==> config.mk <==
export PLATFORM = sky130hd
export DESIGN_NAME = switch_fault_protection
export DESIGN_NICKNAME = d
export VERILOG_FILES = /design/src/pkg/fault_prot_pkg.sv /design/src/hw/switch_fault_protection.sv
export VERILOG_INCLUDE_DIRS = /design/src /design/src/pkg
export SDC_FILE = /design/constraint.sdc
export NUM_CORES = 1
export LEC_CHECK = 0
export BUFFER_PORTS_ARGS = -buffer_cell sky130_fd_sc_hd__buf_2
export CORE_MARGIN = 3
export CORE_UTILIZATION = 45
export CTS_CLUSTER_SIZE = 30
export DETAILED_ROUTE_END_ITERATION = 12
export REMOVE_ABC_BUFFERS = 1
export SLEW_MARGIN = 20
export SYNTH_ARGS = -nofsm -noshare
export SYNTH_HDL_FRONTEND = slang
export SYNTH_SLANG_ARGS = --single-unit
==> constraint.sdc <==
create_clock -name mclk_in -period 5.3 [get_ports mclk_in]
set_input_delay 0.53 -clock mclk_in [delete_from_list [all_inputs] [get_ports mclk_in]]
set_output_delay 0.53 -clock mclk_in [all_outputs]
set_load 0.05 [all_outputs]
==> src/pkg/fault_prot_cfg.svh <==
// constants for the per-channel switch fault protection block
// assumes a 20 MHz control clock and an apb register port
`ifndef FAULT_PROT_CFG_SVH
`define FAULT_PROT_CFG_SVH

// ********************************************************
// register byte offsets
// ********************************************************
`define REG_GLOBAL_SETUP 12'h000
`define REG_SUPPLY_STATUS 12'h004
`define REG_CH0_SETUP 12'h008
`define REG_CH1_SETUP 12'h00C
`define REG_CH0_FAULT 12'h010
`define REG_CH1_FAULT 12'h014
`define REG_DELATCH 12'h018

// ********************************************************
// field positions
// ********************************************************
`define GSR_GUARD_OFF_BIT 0
`define SSR_HIGH_BIT 0
`define SSR_LOW_BIT 1
`define CSR_SOURCE_BIT 0
`define CSR_PROFILE_BIT 1
`define CSR_RETRY_EN_BIT 2
`define CSR_SWITCH_MODE_BIT 3
`define CSR_RETRIES_LSB 4
`define CSR_WIN1_LSB 8
`define CSR_WIN2_LSB 16
`define FLT_OC_BIT 0
`define FLT_SC_BIT 1
`define FLT_PROFILE_BIT 2
`define FLT_ON_BIT 3
`define FLT_SENSE_BIT 4

// ********************************************************
// reset values and timing
// ********************************************************
`define CH_SETUP_RESET 32'h00FF_FF40
`define FAULT_REACT_NS 1000
`define CLK_PERIOD_NS 50
`define FAULT_REACT_CYC ((`FAULT_REACT_NS + `CLK_PERIOD_NS - 1) / `CLK_PERIOD_NS)

`endif

==> src/pkg/fault_prot_pkg.sv <==
// types for the switch fault protection block
// assumes nothing beyond the constant header
`default_nettype none
package fault_prot_pkg;
  typedef enum logic [3:0] {
    CH_OFF = 4'b0001,
    CH_ON = 4'b0010,
    CH_TRIP = 4'b0100,
    CH_LATCHED = 4'b1000
  } ch_state_t;
endpackage
`default_nettype wire

==> src/hw/switch_fault_protection.sv <==
// dual-channel overcurrent, short-circuit and supply fault protection
// assumes comparator inputs are asynchronous and an apb master on mclk_in
`timescale 1ns/1ps
`default_nettype none
`include "fault_prot_cfg.svh"
module switch_fault_protection #(
  parameter int REACT_CYC = `FAULT_REACT_CYC
) (
  // clock and control
  input wire logic mclk_in,
  input wire logic sys_rst_in,
  input wire logic clk_en_in,
  // apb slave
  input wire logic psel_in,
  input wire logic penable_in,
  input wire logic pwrite_in,
  input wire logic [11:0] paddr_in,
  input wire logic [31:0] pwdata_in,
  output logic [31:0] prdata_out,
  output logic pready_out,
  output logic pslverr_out,
  // channel commands and comparators
  input wire logic [1:0] on_cmd_in,
  input wire logic [1:0] profile_select_pin_in,
  input wire logic [1:0] above_upper_in,
  input wire logic [1:0] above_middle_in,
  input wire logic [1:0] above_lower_in,
  input wire logic [1:0] short_in,
  input wire logic supply_high_in,
  input wire logic supply_ok_hys_in,
  input wire logic supply_low_in,
  // outputs
  output logic [1:0] switch_on_out,
  output logic fault_out_n,
  output logic sense_valid_strobe_pin
);
  localparam int NIN = 13;
  localparam logic [7:0] REACT = 8'(REACT_CYC);
  // ********************************************************
  // input synchronisers
  // ********************************************************
  logic [NIN-1:0] raw_in;
  logic [NIN-1:0] s1_r, s2_r, s3_r, flt_r;
  assign raw_in = {profile_select_pin_in, above_upper_in, above_middle_in, above_lower_in,
                   short_in, supply_high_in, supply_ok_hys_in, supply_low_in};
  genvar gi;
  generate
    for (gi = 0; gi < NIN; gi++) begin : g_sync
      always_ff @(posedge mclk_in) begin
        if (sys_rst_in) begin
          s1_r[gi] <= 1'b0;
          s2_r[gi] <= 1'b0;
          s3_r[gi] <= 1'b0;
          flt_r[gi] <= 1'b0;
        end else if (clk_en_in) begin
          s1_r[gi] <= raw_in[gi];
          s2_r[gi] <= s1_r[gi];
          s3_r[gi] <= s2_r[gi];
          if (s2_r[gi] == s3_r[gi]) begin
            flt_r[gi] <= s3_r[gi];
          end
        end
      end
    end
  endgenerate
  logic [1:0] pin_sel, oc_hi, oc_mid, oc_lo, sc_det;
  logic ov_det, ov_clear, uv_det;
  assign {pin_sel, oc_hi, oc_mid, oc_lo, sc_det, ov_det, ov_clear, uv_det} = flt_r;

  // ********************************************************
  // registers
  // ********************************************************
  logic guard_off_r;
  logic supply_high_flag_r, supply_low_flag_r;
  logic [31:0] setup_r [2];
  logic [1:0] overcurrent_flag_r, short_circuit_flag_r;
  logic [1:0] delatch_r;
  logic wr_en, rd_en;
  logic ov_active, uv_prev_r;
  logic [1:0] any_turn_on;
  // writes and read side effects land only on the completion edge, where pready is seen high,
  // so a held access phase never writes twice or clears a flag early
  assign wr_en = psel_in && penable_in && pwrite_in && pready_out;
  assign rd_en = psel_in && penable_in && !pwrite_in && pready_out;
  assign ov_active = ov_det && !guard_off_r;

  always_ff @(posedge mclk_in) begin
    if (sys_rst_in) begin
      guard_off_r <= 1'b0;
      setup_r[0] <= `CH_SETUP_RESET;
      setup_r[1] <= `CH_SETUP_RESET;
      delatch_r <= 2'h0;
    end else if (clk_en_in) begin
      delatch_r <= 2'h0;
      if (wr_en) begin
        unique case (paddr_in)
          `REG_GLOBAL_SETUP: guard_off_r <= pwdata_in[`GSR_GUARD_OFF_BIT];
          `REG_CH0_SETUP: setup_r[0] <= pwdata_in;
          `REG_CH1_SETUP: setup_r[1] <= pwdata_in;
          `REG_DELATCH: delatch_r <= pwdata_in[1:0];
          default: ;
        endcase
      end
    end
  end

  // supply flags: set wins over the read clear
  logic ov_gone_r;
  always_ff @(posedge mclk_in) begin
    if (sys_rst_in) begin
      supply_high_flag_r <= 1'b0;
      supply_low_flag_r <= 1'b0;
      ov_gone_r <= 1'b1;
      uv_prev_r <= 1'b0;
    end else if (clk_en_in) begin
      uv_prev_r <= uv_det;
      if (ov_det) begin
        ov_gone_r <= 1'b0;
      end else if (ov_clear) begin
        ov_gone_r <= 1'b1;
      end
      if (ov_det) begin
        supply_high_flag_r <= 1'b1;
      end else if (rd_en && paddr_in == `REG_SUPPLY_STATUS && ov_gone_r) begin
        supply_high_flag_r <= 1'b0;
      end
      if (uv_det) begin
        supply_low_flag_r <= 1'b1;
      end else if (|any_turn_on ||
                   (rd_en && paddr_in == `REG_SUPPLY_STATUS && |on_cmd_in)) begin
        supply_low_flag_r <= 1'b0;
      end
    end
  end

  // ********************************************************
  // per-channel protection
  // ********************************************************
  fault_prot_pkg::ch_state_t st_r [2];
  logic [1:0] profile_type, sw_on, blank, uv_hold_r, ov_hold;
  logic [1:0] chan_fault;
  logic [23:0] dur_r [2];
  logic [7:0] react_r [2];
  logic [3:0] retry_r [2];
  logic [1:0] seg_r [2];
  logic [1:0] clean_r, was_on_r, prof_done_r;
  assign ov_hold = {2{ov_active || !ov_gone_r && !guard_off_r}};

  generate
    for (gi = 0; gi < 2; gi++) begin : g_ch
      logic [31:0] cs;
      logic sw_mode, retry_en, turn_on, turn_off, trip, oc_now, want_on;
      logic [23:0] width;
      assign cs = setup_r[gi];
      // source bit 0 follows the pin, 1 the written setting
      assign profile_type[gi] = cs[`CSR_SOURCE_BIT] ? cs[`CSR_PROFILE_BIT] : pin_sel[gi];
      assign sw_mode = cs[`CSR_SWITCH_MODE_BIT];
      assign retry_en = cs[`CSR_RETRY_EN_BIT];
      assign want_on = on_cmd_in[gi] && !uv_det && !ov_hold[gi] && !uv_hold_r[gi];
      assign turn_on = want_on && st_r[gi] == fault_prot_pkg::CH_OFF;
      assign turn_off = st_r[gi] == fault_prot_pkg::CH_ON && !on_cmd_in[gi];
      assign any_turn_on[gi] = turn_on;
      // motor has a single window and always uses the first width field
      assign width = {16'h0000, (profile_type[gi] || seg_r[gi] == 2'd1) ? cs[`CSR_WIN1_LSB +: 8]
                                                                        : cs[`CSR_WIN2_LSB +: 8]};
      // lighting uses a time-driven stair, motor opens above the upper limit at once and above the lower limit once past its window
      always_comb begin
        if (profile_type[gi]) begin
          oc_now = oc_hi[gi] || (oc_lo[gi] && dur_r[gi] > width);
          blank[gi] = oc_lo[gi];
        end else begin
          unique case (seg_r[gi])
            2'd1: oc_now = oc_hi[gi] || dur_r[gi] > width;
            2'd2: oc_now = oc_mid[gi] || dur_r[gi] > width;
            default: oc_now = oc_lo[gi];
          endcase
          blank[gi] = seg_r[gi] != 2'd0;
        end
      end
      assign trip = st_r[gi] == fault_prot_pkg::CH_ON && oc_now;
      assign sw_on[gi] = st_r[gi] == fault_prot_pkg::CH_ON || st_r[gi] == fault_prot_pkg::CH_TRIP;
      assign chan_fault[gi] = overcurrent_flag_r[gi] || short_circuit_flag_r[gi];

      always_ff @(posedge mclk_in) begin
        if (sys_rst_in) begin
          st_r[gi] <= fault_prot_pkg::CH_OFF;
          dur_r[gi] <= 24'h000000;
          react_r[gi] <= 8'h00;
          retry_r[gi] <= 4'h0;
          seg_r[gi] <= 2'd0;
          clean_r[gi] <= 1'b1;
          was_on_r[gi] <= 1'b0;
          prof_done_r[gi] <= 1'b0;
          uv_hold_r[gi] <= 1'b0;
          overcurrent_flag_r[gi] <= 1'b0;
          short_circuit_flag_r[gi] <= 1'b0;
        end else if (clk_en_in) begin
          // leaving undervoltage with command on waits for a delatch
          if (uv_det && on_cmd_in[gi]) begin
            uv_hold_r[gi] <= 1'b1;
          end else if (delatch_r[gi]) begin
            uv_hold_r[gi] <= 1'b0;
          end
          // count only while switched on and inside a window
          if (delatch_r[gi]) begin
            dur_r[gi] <= 24'h000000;
          end else if (st_r[gi] == fault_prot_pkg::CH_ON && blank[gi]) begin
            dur_r[gi] <= dur_r[gi] + 24'h000001;
          end else if (turn_off && profile_type[gi] && clean_r[gi] && !sw_mode) begin
            dur_r[gi] <= 24'h000000;
          end
          if (turn_on) begin
            clean_r[gi] <= 1'b1;
          end else if (oc_lo[gi]) begin
            clean_r[gi] <= 1'b0;
          end
          if (!profile_type[gi] && st_r[gi] == fault_prot_pkg::CH_ON &&
              seg_r[gi] != 2'd0 && dur_r[gi] >= width && !oc_now) begin
            seg_r[gi] <= seg_r[gi] + 2'd1 == 2'd3 ? 2'd0 : seg_r[gi] + 2'd1;
            dur_r[gi] <= 24'h000000;
          end
          // lighting restarts each turn-on, switch mode only the first
          if (turn_on && !profile_type[gi] && !(sw_mode && prof_done_r[gi])) begin
            seg_r[gi] <= 2'd1;
            dur_r[gi] <= 24'h000000;
            prof_done_r[gi] <= 1'b1;
          end
          if (delatch_r[gi]) begin
            prof_done_r[gi] <= 1'b0;
            retry_r[gi] <= 4'h0;
            overcurrent_flag_r[gi] <= 1'b0;
            short_circuit_flag_r[gi] <= 1'b0;
          end
          was_on_r[gi] <= sw_on[gi];
          unique case (st_r[gi])
            fault_prot_pkg::CH_OFF: begin
              if (turn_on) begin
                st_r[gi] <= fault_prot_pkg::CH_ON;
              end
            end
            fault_prot_pkg::CH_ON: begin
              if (sc_det[gi] && !was_on_r[gi] || uv_det || ov_active) begin
                st_r[gi] <= fault_prot_pkg::CH_LATCHED;
                short_circuit_flag_r[gi] <= sc_det[gi] && !was_on_r[gi];
              end else if (trip) begin
                st_r[gi] <= fault_prot_pkg::CH_TRIP;
                react_r[gi] <= REACT;
              end else if (!on_cmd_in[gi]) begin
                st_r[gi] <= fault_prot_pkg::CH_OFF;
              end
            end
            fault_prot_pkg::CH_TRIP: begin
              if (react_r[gi] <= 8'h01) begin
                st_r[gi] <= fault_prot_pkg::CH_LATCHED;
                overcurrent_flag_r[gi] <= 1'b1;
              end else begin
                react_r[gi] <= react_r[gi] - 8'h01;
              end
            end
            fault_prot_pkg::CH_LATCHED: begin
              if (delatch_r[gi]) begin
                st_r[gi] <= fault_prot_pkg::CH_OFF;
              end else if (retry_en && retry_r[gi] < cs[`CSR_RETRIES_LSB +: 4] &&
                           !uv_det && !ov_hold[gi] && chan_fault[gi]) begin
                st_r[gi] <= fault_prot_pkg::CH_OFF;
                retry_r[gi] <= retry_r[gi] + 4'h1;
                if (!profile_type[gi]) begin
                  dur_r[gi] <= 24'h000000;
                end
              end else if (!chan_fault[gi] && !uv_det && !ov_hold[gi]) begin
                st_r[gi] <= fault_prot_pkg::CH_OFF;
              end
            end
          endcase
        end
      end
    end
  endgenerate

  // ********************************************************
  // outputs and read path
  // ********************************************************
  logic [31:0] rd_mux;
  always_comb begin
    rd_mux = 32'h0000_0000;
    unique case (paddr_in)
      `REG_GLOBAL_SETUP: rd_mux[`GSR_GUARD_OFF_BIT] = guard_off_r;
      `REG_SUPPLY_STATUS: rd_mux[1:0] = {supply_low_flag_r, supply_high_flag_r};
      `REG_CH0_SETUP: rd_mux = setup_r[0];
      `REG_CH1_SETUP: rd_mux = setup_r[1];
      `REG_CH0_FAULT: rd_mux[4:0] = {blank[0], sw_on[0], profile_type[0],
                                     short_circuit_flag_r[0], overcurrent_flag_r[0]};
      `REG_CH1_FAULT: rd_mux[4:0] = {blank[1], sw_on[1], profile_type[1],
                                     short_circuit_flag_r[1], overcurrent_flag_r[1]};
      default: rd_mux = 32'h0000_0000;
    endcase
  end

  always_ff @(posedge mclk_in) begin
    if (sys_rst_in) begin
      prdata_out <= 32'h0000_0000;
      pready_out <= 1'b0;
      pslverr_out <= 1'b0;
      switch_on_out <= 2'h0;
      fault_out_n <= 1'b1;
      sense_valid_strobe_pin <= 1'b1;
    end else if (clk_en_in) begin
      // one wait state: ready rises in the second access cycle, then drops
      pready_out <= psel_in && penable_in && !pready_out;
      pslverr_out <= psel_in && penable_in && !pready_out && paddr_in > `REG_DELATCH;
      prdata_out <= rd_mux;
      switch_on_out <= sw_on;
      // fault low on any latched channel fault, undervoltage, the cycle after undervoltage while a hold is set, or overvoltage while the guard is on
      fault_out_n <= !(|chan_fault || uv_det || ov_active || (uv_prev_r && |uv_hold_r));
      sense_valid_strobe_pin <= !(|(blank & sw_on));
    end
  end
endmodule // switch_fault_protection
`default_nettype wire

; ---- After elaboration in Yosys (flattened, before gate mapping)
; Memory sizes are Yosys's and may differ from the RTL's.
; Index checks and enable logic that the tools add are counted.
; Widths: inputs -> output; s select.
[op_classes]
n_addsub = 8
multipliers = 0
n_div = 0
magnitude_cmp = 9
n_eq_ne = 33
shifts = 0
mux = 262
bitwise = 43
n_reduce_logical = 150
[op_table]
columns = operator, n
row1 = $mux 24, 12
row2 = $mux 1, 208
row3 = $mux 4, 20
row4 = $logic_and 1x1->1, 65
row5 = $mux 32, 2
row6 = $pmux 27 s2, 1
row7 = $add 24x1->24 const B, 2
row8 = $ge 24x8->1, 2
row9 = $gt 24x8->1, 2
row10 = $mux 8, 6
row11 = $reduce_and 2->1, 22
row12 = $or 1x1->1, 42
row13 = $eq 12x5->1 const B, 3
row14 = $eq 12x4->1 const B, 2
row15 = $logic_not 1->1, 24
row16 = $reduce_bool 2->1, 11
row17 = $logic_or 1x1->1, 21
row18 = $le 8x1->1 const B, 2
row19 = $mux 2, 8
row20 = $sub 8x1->8 const B, 2
row21 = $eq 1x1->1, 13
row22 = $eq 12x3->1 const B, 1
row23 = $gt 12x5->1 const B, 1
row24 = $logic_not 12->1, 1
row25 = 16 further kinds, 32
[word_totals]
register_bits = 109
latchBits = 0
ramBits = 148
romBits = 0
input_bits = 65
output_inout_bits = 38
elab_cells = 587
mem_count = 6
[memory_table]
columns = memory, depth, width, read_ports, rd_clocked_by_memory_dff, write_ports, line
row1 = setup_r, 2, 32, 2, 0, 2, switch_fault_protection.sv:75  ; logic [31:0] setup_r [2];
row2 = dur_r, 2, 24, 2, 0, 2, switch_fault_protection.sv:142  ; logic [23:0] dur_r [2];
row3 = react_r, 2, 8, 2, 0, 2, switch_fault_protection.sv:143  ; logic [7:0] react_r [2];
row4 = retry_r, 2, 4, 2, 0, 2, switch_fault_protection.sv:144  ; logic [3:0] retry_r [2];
row5 = st_r, 2, 4, 2, 0, 2, switch_fault_protection.sv:139  ; fault_prot_pkg::ch_state_t st_r [2];
row6 = seg_r, 2, 2, 2, 0, 2, switch_fault_protection.sv:145  ; logic [1:0] seg_r [2];

; ---- Longest topological paths before layout
; Gate-level depths: netlist (run 1).
; An unclocked memory read counts as a cell.
[depth]
ltp_word = 21
mapped_depth = 13
mapped_depth_nobuf = 11

; ---- Worst setup path before layout (run 1)
; Ideal clock, no wire load.
[synth_path]
kind = in2reg
startpoint = input port paddr_in[9]
endpoint = memory setup_r[0][0] (enable)
setup_ns = 0.466
arrival_time_ns = 4.185
required_time_ns = 4.834
slack_ns = 0.649
path_stages = 7
path_buffers = 2
cell_sequence = or4_1 nand4bb_4 nor2_4 nand4_2 buf_6 buf_6 o21ai_0
[synth_lines]
columns = item, line
row1 = start: declaration, switch_fault_protection.sv:17  ; input wire logic [11:0] paddr_in,
row2 = end: declaration, switch_fault_protection.sv:75

==> impl_metrics.py, run 1 <==
metrics = {
    "status": {
        "outcome": "finished clean",
    },
    "power": {
        "pwr-share-clk_pct": 44.2,
        "power_mw": 4.408,
        "pwr-share-comb_pct": 6.2,
        "power_switching_mw": 1.007,
        "swShare_pct": 22.84,
        "p_seq_share_pct": 49.6,
        "vdd_drop_max_mv": 0.2692,
        "leakagePower_nw": 5.456,
        "p_per_area_nw_per_um2": 306.9,
        "p_int_mw": 3.401,
    },
    "place": {
        "port_buffers": 102,
        "gp_congestion": 0.8347,
        "hpwl_mm": 20.52,
    },
    "yosys": {
        "synthCells": 1187,
        "synth_edf_count": 148,
        "ys.flop_type": "edfxtp_1",
        "seq_area_frac_synth_pct": 52.28,
        "postSynthAreaPerCell_um2": 10.61,
        "netlist_area_um2": 12600,
        "yosysUniqueCellTypes": 72,
        "synthArstFlopShare_pct": 0,
        "ys_seq_elements": 255,
        "yosys_warnings": 0,
    },
    "floorplan": {
        "initial_core_util_pct": 46.23,
        "die_height_um": 173.3,
        "num_rows": 60,
        "dieArea_um2": 30040,
        "ios": 103,
        "core-area_um2": 27250,
        "die_x_um": 173.3,
    },
    "routing": {
        "drt_iter0_markers": 561,
        "drtPass1Iterations": 5,
        "wl_per_cell_um": 17.75,
        "drcViolationCount": 0,
        "drt-total-wl_mm": 29.60,
        "vias": 9075,
        "viasPerCell": 5.441,
        "ant_nets": 0,
    },
    "cells_and_area": {
        "area_delta_synth_final_pct": 14.00,
        "drive_gt1_share_pct": 17.82,
        "final_common_cell": "edfxtp_1",
        "n_antenna_cell": 0,
        "fin_nets": 1376,
        "mostFrequentLayoutCells": "edfxtp_1 (148), dfxtp_1 (107), nor2_1 (101)",
        "fillerInstances": 2507,
    },
    "sta": {
        "setup_viol": 0,
        "fmax_ghz": 0.2458,
        "fin_tns_setup_ps": 0,
        "max_slew.worst_pin.slew_ps": 1076,
        "hold_viol": 0,
        "finClkSkew_ps": 24.71,
        "period_needed_ps": 4068,
        "period_share_pct": 76.76,
        "rsz0062_at_grt": "no",
        "drv_slew": 0,
        "slew_headroom_pct": 28.24,
    },
    "global_routing": {
        "overflow": 0,
        "grt_pass1_vias": 9161,
        "grt_antenna_before_repair": 1,
        "grt_start_max_net_pins": 57,
        "grt_usage_pct": 19.53,
        "grt_pass1_wl_mm": 48.72,
    },
    "clock_network": {
        "cts_resized": 0,
        "cts_tree": "done",
        "postCtsHoldBufs": 0,
        "clkLatencyLatePin_ps": 560,
        "numCtsBuffers": 29,
        "cts_buffer_depth": 3,
        "path_clk_slew_ps": 60,
        "h-tree-depth": 1,
        "cts.sinks": 255,
        "postCtsSetupBuffers": 0,
        "cts_root_buf": "clkbuf_16",
    },
    "worst_setup_path": {
        "worst-endpoint-required_ps": 5550,
        "slowest_delay_ps": 730,
        "path_class": "flop to flop",
        "crit_path_frequent_cell": "mux2_2",
        "critPathMaxFanout": 8,
        "cp_top_family": "simple AND/OR/NAND/NOR gates",
        "crit_path_start_kind": "flop",
        "cp_cell_sequence": "mux2_2, nor2_1, mux2_2, ha_1, nor2b_1, o211ai_1, a21o_1, a211o_1, and2_0, o311ai_0, buf_4",
        "cp.arrival_ps": 4310,
        "slowest_stage": "nor2_1",
        "end_kind": "flop",
        "path_buf_inv": 1,
    },
    "worst_hold_path": {
        "min_path_type": "primary input to flop",
    },
    "job": {
        "maxCapViolCount": 0,
    },
}
-- cells by family (layout without fill, tap and decap cells) --
| group | Yosys count | count (layout) | synth area share [%] |
|---|---|---|---|
| AOI/OAI and AO/OA | 177 | 177 | 8.612 |
| xor gates and xnor gates | 62 | 62 | 4.311 |
| adders and majority gates | 38 | 38 | 3.774 |
| buffers and inverters | 94 | 203 | 3.397 |
| DFF | 255 | 255 | 52.28 |
| muxes | 93 | 93 | 7.837 |
| and+or+nand+nor | 468 | 468 | 19.79 |
-- worst paths after layout --
check | start | endpoint | slack (ps) | cells past startpoint
worst min register to register | prdata_out[25] | prdata_out[25] | 450 | 2
worst max-delay path | setup_r[0][0] | react_r[0][1] | 1230 | 11
worst max register to register | setup_r[0][0] | react_r[0][1] | 1230 | 11
worst min-delay path | supply_low_in | s1_r[0] | 210 | 3
-- metrics by stage --
step	setup slack (ps)	cells	hold slack (ps)	instance area, um^2	util (%)
after floorplan	354.1	1123	422.0	12280	-
after global placement	1415	1614	436.0	13410	49.22
after detailed placement	1253	1614	441.7	13410	49.22
after CTS	1205	1668	191.5	14360	52.70
after global routing	1019	1668	224.7	14360	52.70
final	1232	1668	213.5	14360	52.70
-- state kept, by name (all words and copies together) (netlist names), 2 cells and up --
name,flops
retry_r,8
react_r,16
clean_r,2
seg_r,4
s3_r,13
dur_r,48
s2_r,13
s1_r,13
overcurrent_flag_r,2
setup_r,64
prof_done_r,2
delatch_r,2
uv_hold_r,2
flt_r,10
st_r,8
short_circuit_flag_r,2
prdata_out,32
-- cells in the mapped netlist, drive strengths merged, types with 3 or more instances --
| cell type | n | area share [%] |
|---|---|---|
| edfxtp | 148 | 35 |
| dfxtp | 107 | 17 |
| nor2 | 103 | 3.1 |
| nand2 | 96 | 2.9 |
| nor3 | 67 | 3.5 |
| a21oi | 66 | 2.6 |
| mux2i | 60 | 4.8 |
| nand3 | 57 | 2.3 |
| clkbuf | 42 | 1.3 |
| o21ai | 41 | 1.6 |
| ha | 38 | 3.8 |
| xor2 | 38 | 2.6 |
| mux2 | 32 | 2.9 |
| inv | 29 | 0.86 |
| or3 | 25 | 1.2 |
| xnor2 | 24 | 1.7 |
| buf | 22 | 1.3 |
| a21o | 21 | 1.3 |
| and2 | 20 | 0.99 |
| nand4 | 20 | 1.0 |
| nor4 | 15 | 0.74 |
| and3 | 14 | 0.70 |
| nand2b | 14 | 0.75 |
| nor2b | 12 | 0.60 |
| a211oi | 10 | 0.60 |
| o211ai | 7 | 0.42 |
| and4 | 5 | 0.35 |
| nor3b | 4 | 0.28 |
| nor4b | 4 | 0.28 |
| a22oi | 3 | 0.18 |
| nand4bb | 3 | 0.40 |
| o22ai | 3 | 0.15 |
| or4 | 3 | 0.21 |
-- metal layers --
metal	part of all wire [%]	vias to the layer above	track usage, %
li1	-	4498	-
met1	47	4336	27.38
met2	46	198	31.86
met3	4.7	41	3.395
met4	2.0	2	4.257
met5	0.068	-	0
-- worst reg2reg max path: stages (launching register included) --
cell and delay [ps]:
edfxtp_1 400, mux2_2 410, nor2_1 740, mux2_2 430, ha_1 200, nor2b_1 120, o211ai_1 90, a21o_1 160
a211o_1 330, and2_0 270, o311ai_0 370, buf_4 240
-- area by class of cell --
type / instances / area (um^2) / area share [%]
Sequential cell: 255 / 6586 / 45.86
Multi-Input combinational cell: 838 / 5605 / 39.03
Clock buffer: 48 / 898.4 / 6.255
Timing Repair Buffer: 119 / 643.1 / 4.478
Tap cell: 372 / 465.4 / 3.241
Inverter: 30 / 112.6 / 0.7841
Clock inverter: 6 / 50.05 / 0.3485
-- power groups by stage --
stage | logic (mW) | clock network, mW | registers (mW)
global route | 0.302 | 2.07 | 2.19
finish | 0.272 | 1.95 | 2.19
CTS | 0.274 | 2.00 | 2.19
floorplan | 0.144 | 0 | 2.23
detailed placement | 0.272 | 0 | 2.23
global placement | 0.269 | 0 | 2.23
Note: power is estimated with default switching activity, not from simulation.
==> inputs of run 2 (changes only) <==
--- a/config.mk
+++ b/config.mk
@@ -6,6 +6,7 @@
 export SDC_FILE = /design/constraint.sdc
 export NUM_CORES = 1
 export LEC_CHECK = 0
+export ABC_AREA = 1
 export BUFFER_PORTS_ARGS = -buffer_cell sky130_fd_sc_hd__buf_2
 export CORE_MARGIN = 3
 export CORE_UTILIZATION = 45
==> constraint.sdc (replaced) <==
create_clock -name mclk_in -period 3.9 [get_ports mclk_in]
set_input_delay 0.39 -clock mclk_in [delete_from_list [all_inputs] [get_ports mclk_in]]
set_output_delay 0.39 -clock mclk_in [all_outputs]
set_load 0.05 [all_outputs]
==> run 2 against run 1 <==
Maximum frequency increased by 21%. Worst hold slack worse by 150 ps. Worst setup slack got worse by 700 ps. Clock-buffer cell count fell by 2. Wire length grew 5.1%. Clock power grew 45%. Non-clock buffer count is 2 higher. Synthesized cell count increased by 25%. Power grew 42%. Largest cell class unchanged.
==> impl_metrics.py, run 2 <==
metrics = {
    "status": {
        "outcome": "finished clean",
    },
    "place": {
        "port_buffers": 102,
        "pre_cts_ws_ps": 626.7,
        "hpwl_mm": 22.20,
        "dpl-instance-area_um2": 13730,
        "gp_congestion": 0.8807,
        "dp.cells": 1928,
    },
    "power": {
        "vdd_drop_max_mv": 0.3926,
        "p_per_area_nw_per_um2": 423.9,
        "power_mw": 6.245,
        "leakagePower_nw": 6.308,
    },
    "routing": {
        "drt_iter0_markers": 805,
        "drt-total-wl_mm": 31.12,
        "drtPass1Iterations": 6,
        "ant_nets": 0,
        "drcViolationCount": 0,
        "wl_per_cell_um": 15.69,
        "vias": 10190,
        "viasPerCell": 5.137,
    },
    "floorplan": {
        "die_x_um": 174.6,
        "ios": 103,
        "core-area_um2": 27860,
        "dieArea_um2": 30470,
        "initial_core_util_pct": 45.90,
        "num_rows": 61,
        "die_height_um": 174.6,
    },
    "clock_network": {
        "cts_root_buf": "clkbuf_16",
        "postCtsSetupBuffers": 0,
        "cts_resized": 0,
        "numCtsBuffers": 30,
        "postCtsHoldBufs": 0,
        "clkLatencyLatePin_ps": 550,
        "cts_tree": "done",
        "h-tree-depth": 1,
        "path_clk_slew_ps": 60,
        "cts.sinks": 255,
        "cts_buffer_depth": 3,
    },
    "yosys": {
        "synth_simple_gate_area_share_pct": 23.30,
        "ys_seq_elements": 255,
        "synthCells": 1482,
        "synth_top_area_share_pct": 34.76,
        "postSynthAreaPerCell_um2": 8.628,
        "seq_area_frac_synth_pct": 51.51,
        "synth_common_cells": "nor2_1 (210), inv_1 (208), nand2_1 (202)",
        "synth_xor_area_share_pct": 2.329,
        "synth_edf_count": 148,
        "yosysUniqueCellTypes": 54,
        "ys.flop_type": "edfxtp_1",
        "synthAdderAreaFrac_pct": 3.719,
        "yosys.area.top_type": "edfxtp_1",
        "synth_area_leaders": "edfxtp_1 (35%), dfxtp_1 (17%), nor2_1 (6.2%)",
        "synth-compound-area-share_pct": 10.92,
        "yosys_warnings": 0,
        "synth_top_family_by_area": "simple AND/OR/NAND/NOR gates",
        "netlist_area_um2": 12790,
        "muxShareOfSynthArea_pct": 0.07829,
        "synthArstFlopShare_pct": 0,
        "post-synth-top-count-cell": "nor2_1",
    },
    "worst_hold_path": {
        "hold-path-endpoint": "s1_r[11]",
        "min_path_type": "primary input to flop",
        "hp-start": "profile_select_pin_in[0]",
        "hold_path_depth": 3,
    },
    "sta": {
        "hold_viol": 0,
        "fmax_ghz": 0.2968,
        "max_slew.worst_pin.slew_ps": 839.8,
        "fin_tns_setup_ps": 0,
        "period_needed_ps": 3369,
        "slew_headroom_pct": 44.01,
        "period_share_pct": 86.40,
        "hold_ws_ps": 63.35,
        "setup_viol": 0,
        "setup_slack_ps": 530.5,
        "rsz0062_at_grt": "no",
        "drv_slew": 0,
        "finClkSkew_ps": 18.32,
    },
    "worst_setup_path": {
        "regToRegStartpoint": "setup_r[0][32]",
        "reg2reg_slack_ps": 530,
        "end_kind": "flop",
        "worst-endpoint-required_ps": 4110,
        "critPathMaxFanout": 24,
        "crit_path_start_kind": "flop",
        "reg2reg_depth": 19,
        "path_class": "flop to flop",
        "r2r-end": "dur_r[1][19]",
        "cp.arrival_ps": 3580,
    },
    "global_routing": {
        "grt_antenna_before_repair": 0,
        "grt_pass1_wl_mm": 51.31,
        "grt_start_max_net_pins": 77,
        "overflow": 0,
        "grt_pass1_vias": 9904,
        "grt_usage_pct": 20.37,
    },
    "cells_and_area": {
        "mostFrequentLayoutCells": "nor2_1 (210), inv_1 (207), nand2_1 (202)",
        "final_util_pct": 52.89,
        "n_antenna_cell": 0,
        "area_delta_synth_final_pct": 15.23,
        "multiInputGateArea_um2": 5177,
        "regMostFlops": "setup_r",
        "fin_nets": 1685,
        "final_cell_area_um2": 14730,
        "regArea_um2": 6586,
        "final_common_cell": "nor2_1",
        "largestRegisters": "setup_r: 64 flops, dur_r: 48 flops, prdata_out: 32 flops",
        "instances_no_fill": 1983,
        "fillerInstances": 2621,
        "largest_reg_flops": 64,
        "drive_gt1_share_pct": 15.76,
    },
    "job": {
        "maxCapViolCount": 0,
    },
}
-- run 2: cell families (layout without fill, tap and decap cells) --
group	after synthesis	after routing
AOI/OAI and AO/OA	238	238
xor gates and xnor gates	34	34
adders and majority gates	38	38
buffers and inverters	269	392
DFF	255	255
muxes	1	1
and+or+nand+nor	647	647
-- run 2: metal layers --
layer / global-route usage, % / wire, um
met5: 0 / 0
met4: 3.890 / 469
met3: 2.403 / 1462
met2: 33.71 / 14630
met1: 29.19 / 14560
-- run 2: worst max-delay path, cell delays in order (launching register included) --
cell and delay [ps]:
edfxtp_1 420, nand2_1 100, o21ai_2 110, or2_2 410
o21ai_0 290, ha_1 300, nand2_1 70, inv_1 40
o21bai_1 110, nand2_1 60, nor2_1 90, nand2_1 80
nand2_1 100, nand2_1 60, nand2_1 60, nand2_1 60
nand2_1 110, nand2_2 90, nand4_1 120, buf_4 330
-- run 2: cell type report --
type / instances / share of cell area (%)
Timing Repair Buffer: 121 / 4.620
Multi-Input combinational cell: 958 / 35.14
Tap cell: 378 / 3.210
Clock buffer: 46 / 6.140
Clock inverter: 9 / 0.6794
Inverter: 216 / 5.503
Sequential cell: 255 / 44.70
-- run 2: power breakdown --
group	internal (mW)	switching, mW
Sequential	2.93	0.0632
Combinational	0.132	0.303
Clock	1.73	1.09
Total	4.79	1.46
-- run 2: worst max path at each step --
stage / from / to / slack [ps]
floorplan: paddr_in[1] / setup_r[0][32] / -1190
global placement: seg_r[0][1] / dur_r[0][12] / 700
detailed placement: setup_r[0][32] / dur_r[1][14] / 630
CTS: setup_r[0][32] / dur_r[1][16] / 590
global route: setup_r[0][32] / dur_r[1][16] / 160
finish: setup_r[0][32] / dur_r[1][19] / 530
==> inputs of run 3 (changes only) <==
--- a/config.mk
+++ b/config.mk
@@ -9,9 +9,11 @@
 export ABC_AREA = 1
 export BUFFER_PORTS_ARGS = -buffer_cell sky130_fd_sc_hd__buf_2
 export CORE_MARGIN = 3
-export CORE_UTILIZATION = 45
+export CORE_UTILIZATION = 60
 export CTS_CLUSTER_SIZE = 30
 export DETAILED_ROUTE_END_ITERATION = 12
+export HOLD_SLACK_MARGIN = 0.15
+export PLACE_DENSITY = 0.8
 export REMOVE_ABC_BUFFERS = 1
 export SLEW_MARGIN = 20
 export SYNTH_ARGS = -nofsm -noshare
==> constraint.sdc (replaced) <==
create_clock -name mclk_in -period 3.9 [get_ports mclk_in]
set_input_delay 0.39 -clock mclk_in [delete_from_list [all_inputs] [get_ports mclk_in]]
set_output_delay 0.39 -clock mclk_in [all_outputs]
set_load 0.02 [all_outputs]
==> run 3 against run 2 <==
Utilization rose by 19 points. Maximum frequency fell by 3.5%. Sequential share of layout area rose by 0.084 points. Combinational power fell by 3%. Clock power fell by 12%. Clock-buffer cell count did not move. Sequential power barely moved. Register-to-register slack got worse by 120 ps. Worst setup slack got worse by 120 ps. Sequential cell count did not move. Die area fell by 24%.
==> impl_metrics.py, run 3 (synthesized netlist as in run 2, its figures left out) <==
metrics = {
    "status": {
        "outcome": "finished clean",
    },
    "cells_and_area": {
        "mostFrequentLayoutCells": "nor2_1 (210), inv_1 (207), nand2_1 (202)",
        "drive_gt1_share_pct": 14.85,
        "instances_no_fill": 1893,
        "regMostFlops": "setup_r",
        "fillerInstances": 1557,
        "final_util_pct": 71.53,
        "fin_nets": 1705,
        "largestRegisters": "setup_r: 64 flops, dur_r: 48 flops, prdata_out: 32 flops",
        "n_antenna_cell": 0,
        "multiInputGateArea_um2": 5192,
        "largest_reg_flops": 64,
        "area_delta_synth_final_pct": 15.01,
        "regArea_um2": 6586,
        "final_common_cell": "nor2_1",
    },
    "power": {
        "leakagePower_nw": 6.325,
        "swShare_pct": 23.35,
        "pwr-share-comb_pct": 7.2,
        "p_int_mw": 4.515,
        "power_switching_mw": 1.375,
        "vdd_drop_max_mv": 0.3478,
        "pwr-share-clk_pct": 42.0,
        "p_per_area_nw_per_um2": 400.5,
        "p_seq_share_pct": 50.9,
    },
    "worst_setup_path": {
        "critPathMaxFanout": 24,
        "end_kind": "flop",
        "cp_cell_sequence": "nand2_1, o21ai_2, or2_2, nand2_1, o21ai_0, ha_1, nand2_1, inv_1, o21ai_0, nand2_1, nand2_1, nand2_1, nand2_1, o21ai_1, nand2_1, nand2_2, nand4_2, nor2_1",
        "cp_top_family": "simple AND/OR/NAND/NOR gates",
        "slowest_delay_ps": 510,
        "slowest_stage": "nand4_2",
        "crit_path_start_kind": "flop",
        "cp.arrival_ps": 3860,
        "reg2reg_slack_ps": 410,
        "crit_path_frequent_cell": "nand2_1",
        "path_buf_inv": 1,
        "worst-endpoint-required_ps": 4270,
        "path_class": "flop to flop",
    },
    "clock_network": {
        "cts_resized": 0,
        "clkLatencyLatePin_ps": 540,
        "numCtsBuffers": 27,
        "postCtsSetupBuffers": 0,
        "cts_tree": "done",
        "path_clk_slew_ps": 60,
        "h-tree-depth": 1,
        "cts_buffer_depth": 3,
        "cts_root_buf": "clkbuf_16",
        "cts.sinks": 255,
    },
    "sta": {
        "hold_viol": 0,
        "slew_headroom_pct": 48.56,
        "max_slew.worst_pin.slew_ps": 771.6,
        "finClkSkew_ps": 13.67,
        "period_share_pct": 89.50,
        "rsz0062_at_grt": "no",
        "setup_slack_ps": 409.5,
        "period_needed_ps": 3491,
        "fin_tns_setup_ps": 0,
        "drv_slew": 0,
        "fmax_ghz": 0.2865,
        "hold_ws_ps": 152.7,
        "setup_viol": 0,
    },
    "routing": {
        "ant_nets": 0,
        "drcViolationCount": 0,
        "drtPass1Iterations": 7,
        "drt_iter0_markers": 911,
        "vias": 10580,
        "wl_per_cell_um": 16.34,
        "viasPerCell": 5.590,
        "drt-total-wl_mm": 30.93,
    },
    "floorplan": {
        "initial_core_util_pct": 62.19,
        "die_x_um": 152.0,
        "num_rows": 52,
        "dieArea_um2": 23100,
        "core-area_um2": 20560,
        "ios": 103,
        "die_height_um": 152.0,
    },
    "place": {
        "hpwl_mm": 21.18,
        "port_buffers": 102,
        "gp_congestion": 0.9315,
        "pre_cts_ws_ps": 474.6,
        "dp.cells": 1814,
    },
    "global_routing": {
        "grt_pass1_vias": 10400,
        "overflow": 0,
        "grt_usage_pct": 25.90,
        "grt_antenna_before_repair": 0,
        "grt_pass1_wl_mm": 50.41,
        "grt_start_max_net_pins": 75,
    },
    "job": {
        "maxCapViolCount": 0,
    },
    "worst_hold_path": {
        "min_path_type": "primary input to flop",
    },
}
-- run 3: changes by cell type in the layout (fill, tap and decap cells not counted), sizes merged --
cell / before / now
dlygate4sd3: 0 / 29
buf: 121 / 115
bufinv: 2 / 0
inv: 220 / 218
clkinv: 3 / 2
-- run 3: stage by stage --
| stage | total power, mW | instance area (um^2) |
|---|---|---|
| after global routing | 6.073 | 14710 |
| after CTS | 5.902 | 14710 |
| final | 5.890 | 14710 |
| after floorplan | 3.275 | 12560 |
| after global placement | 3.429 | 13560 |
| after detailed placement | 3.442 | 13560 |
-- run 3: layout make-up --
cell class                 instances  share of cell area (%)
clock inverter                     4                  0.1702
sequential                       255                   44.79
tap                              270                   2.297
timing repair buffer             144                   6.296
inverter                         216                   5.513
clock buffer                      46                   5.624
multi-input combinational        958                   35.31
-- run 3: worst paths after layout --
kind | from | end | cells past startpoint
setup / recovery | setup_r[0][32] | dur_r[1][8] | 18
hold / removal | pwdata_in[6] | setup_r[0][38] | 2
setup reg to reg | setup_r[0][32] | dur_r[1][8] | 18
hold reg to reg | prof_done_r[0] | prof_done_r[0] | 2
-- run 3: layer usage --
layer / wire [um] / global-route usage (%)
met1: 12880 / 34.69
met5: 0 / 0
met3: 2569 / 4.437
met2: 14720 / 43.54
met4: 755 / 7.705
-- run 3: what timing repair did --
action,CTS,global route
hold buffers,29,0
endpoints found under the hold margin,45,0
endpoints found under the setup margin,0,0
-- run 3: power groups by stage --
stage / Combinational (mW) / Sequential (mW) / Clock (mW)
floorplan: 0.216 / 3.06 / 0
finish: 0.421 / 3.00 / 2.47
detailed placement: 0.392 / 3.05 / 0
global route: 0.468 / 3.01 / 2.60
global placement: 0.382 / 3.05 / 0
CTS: 0.417 / 2.99 / 2.49
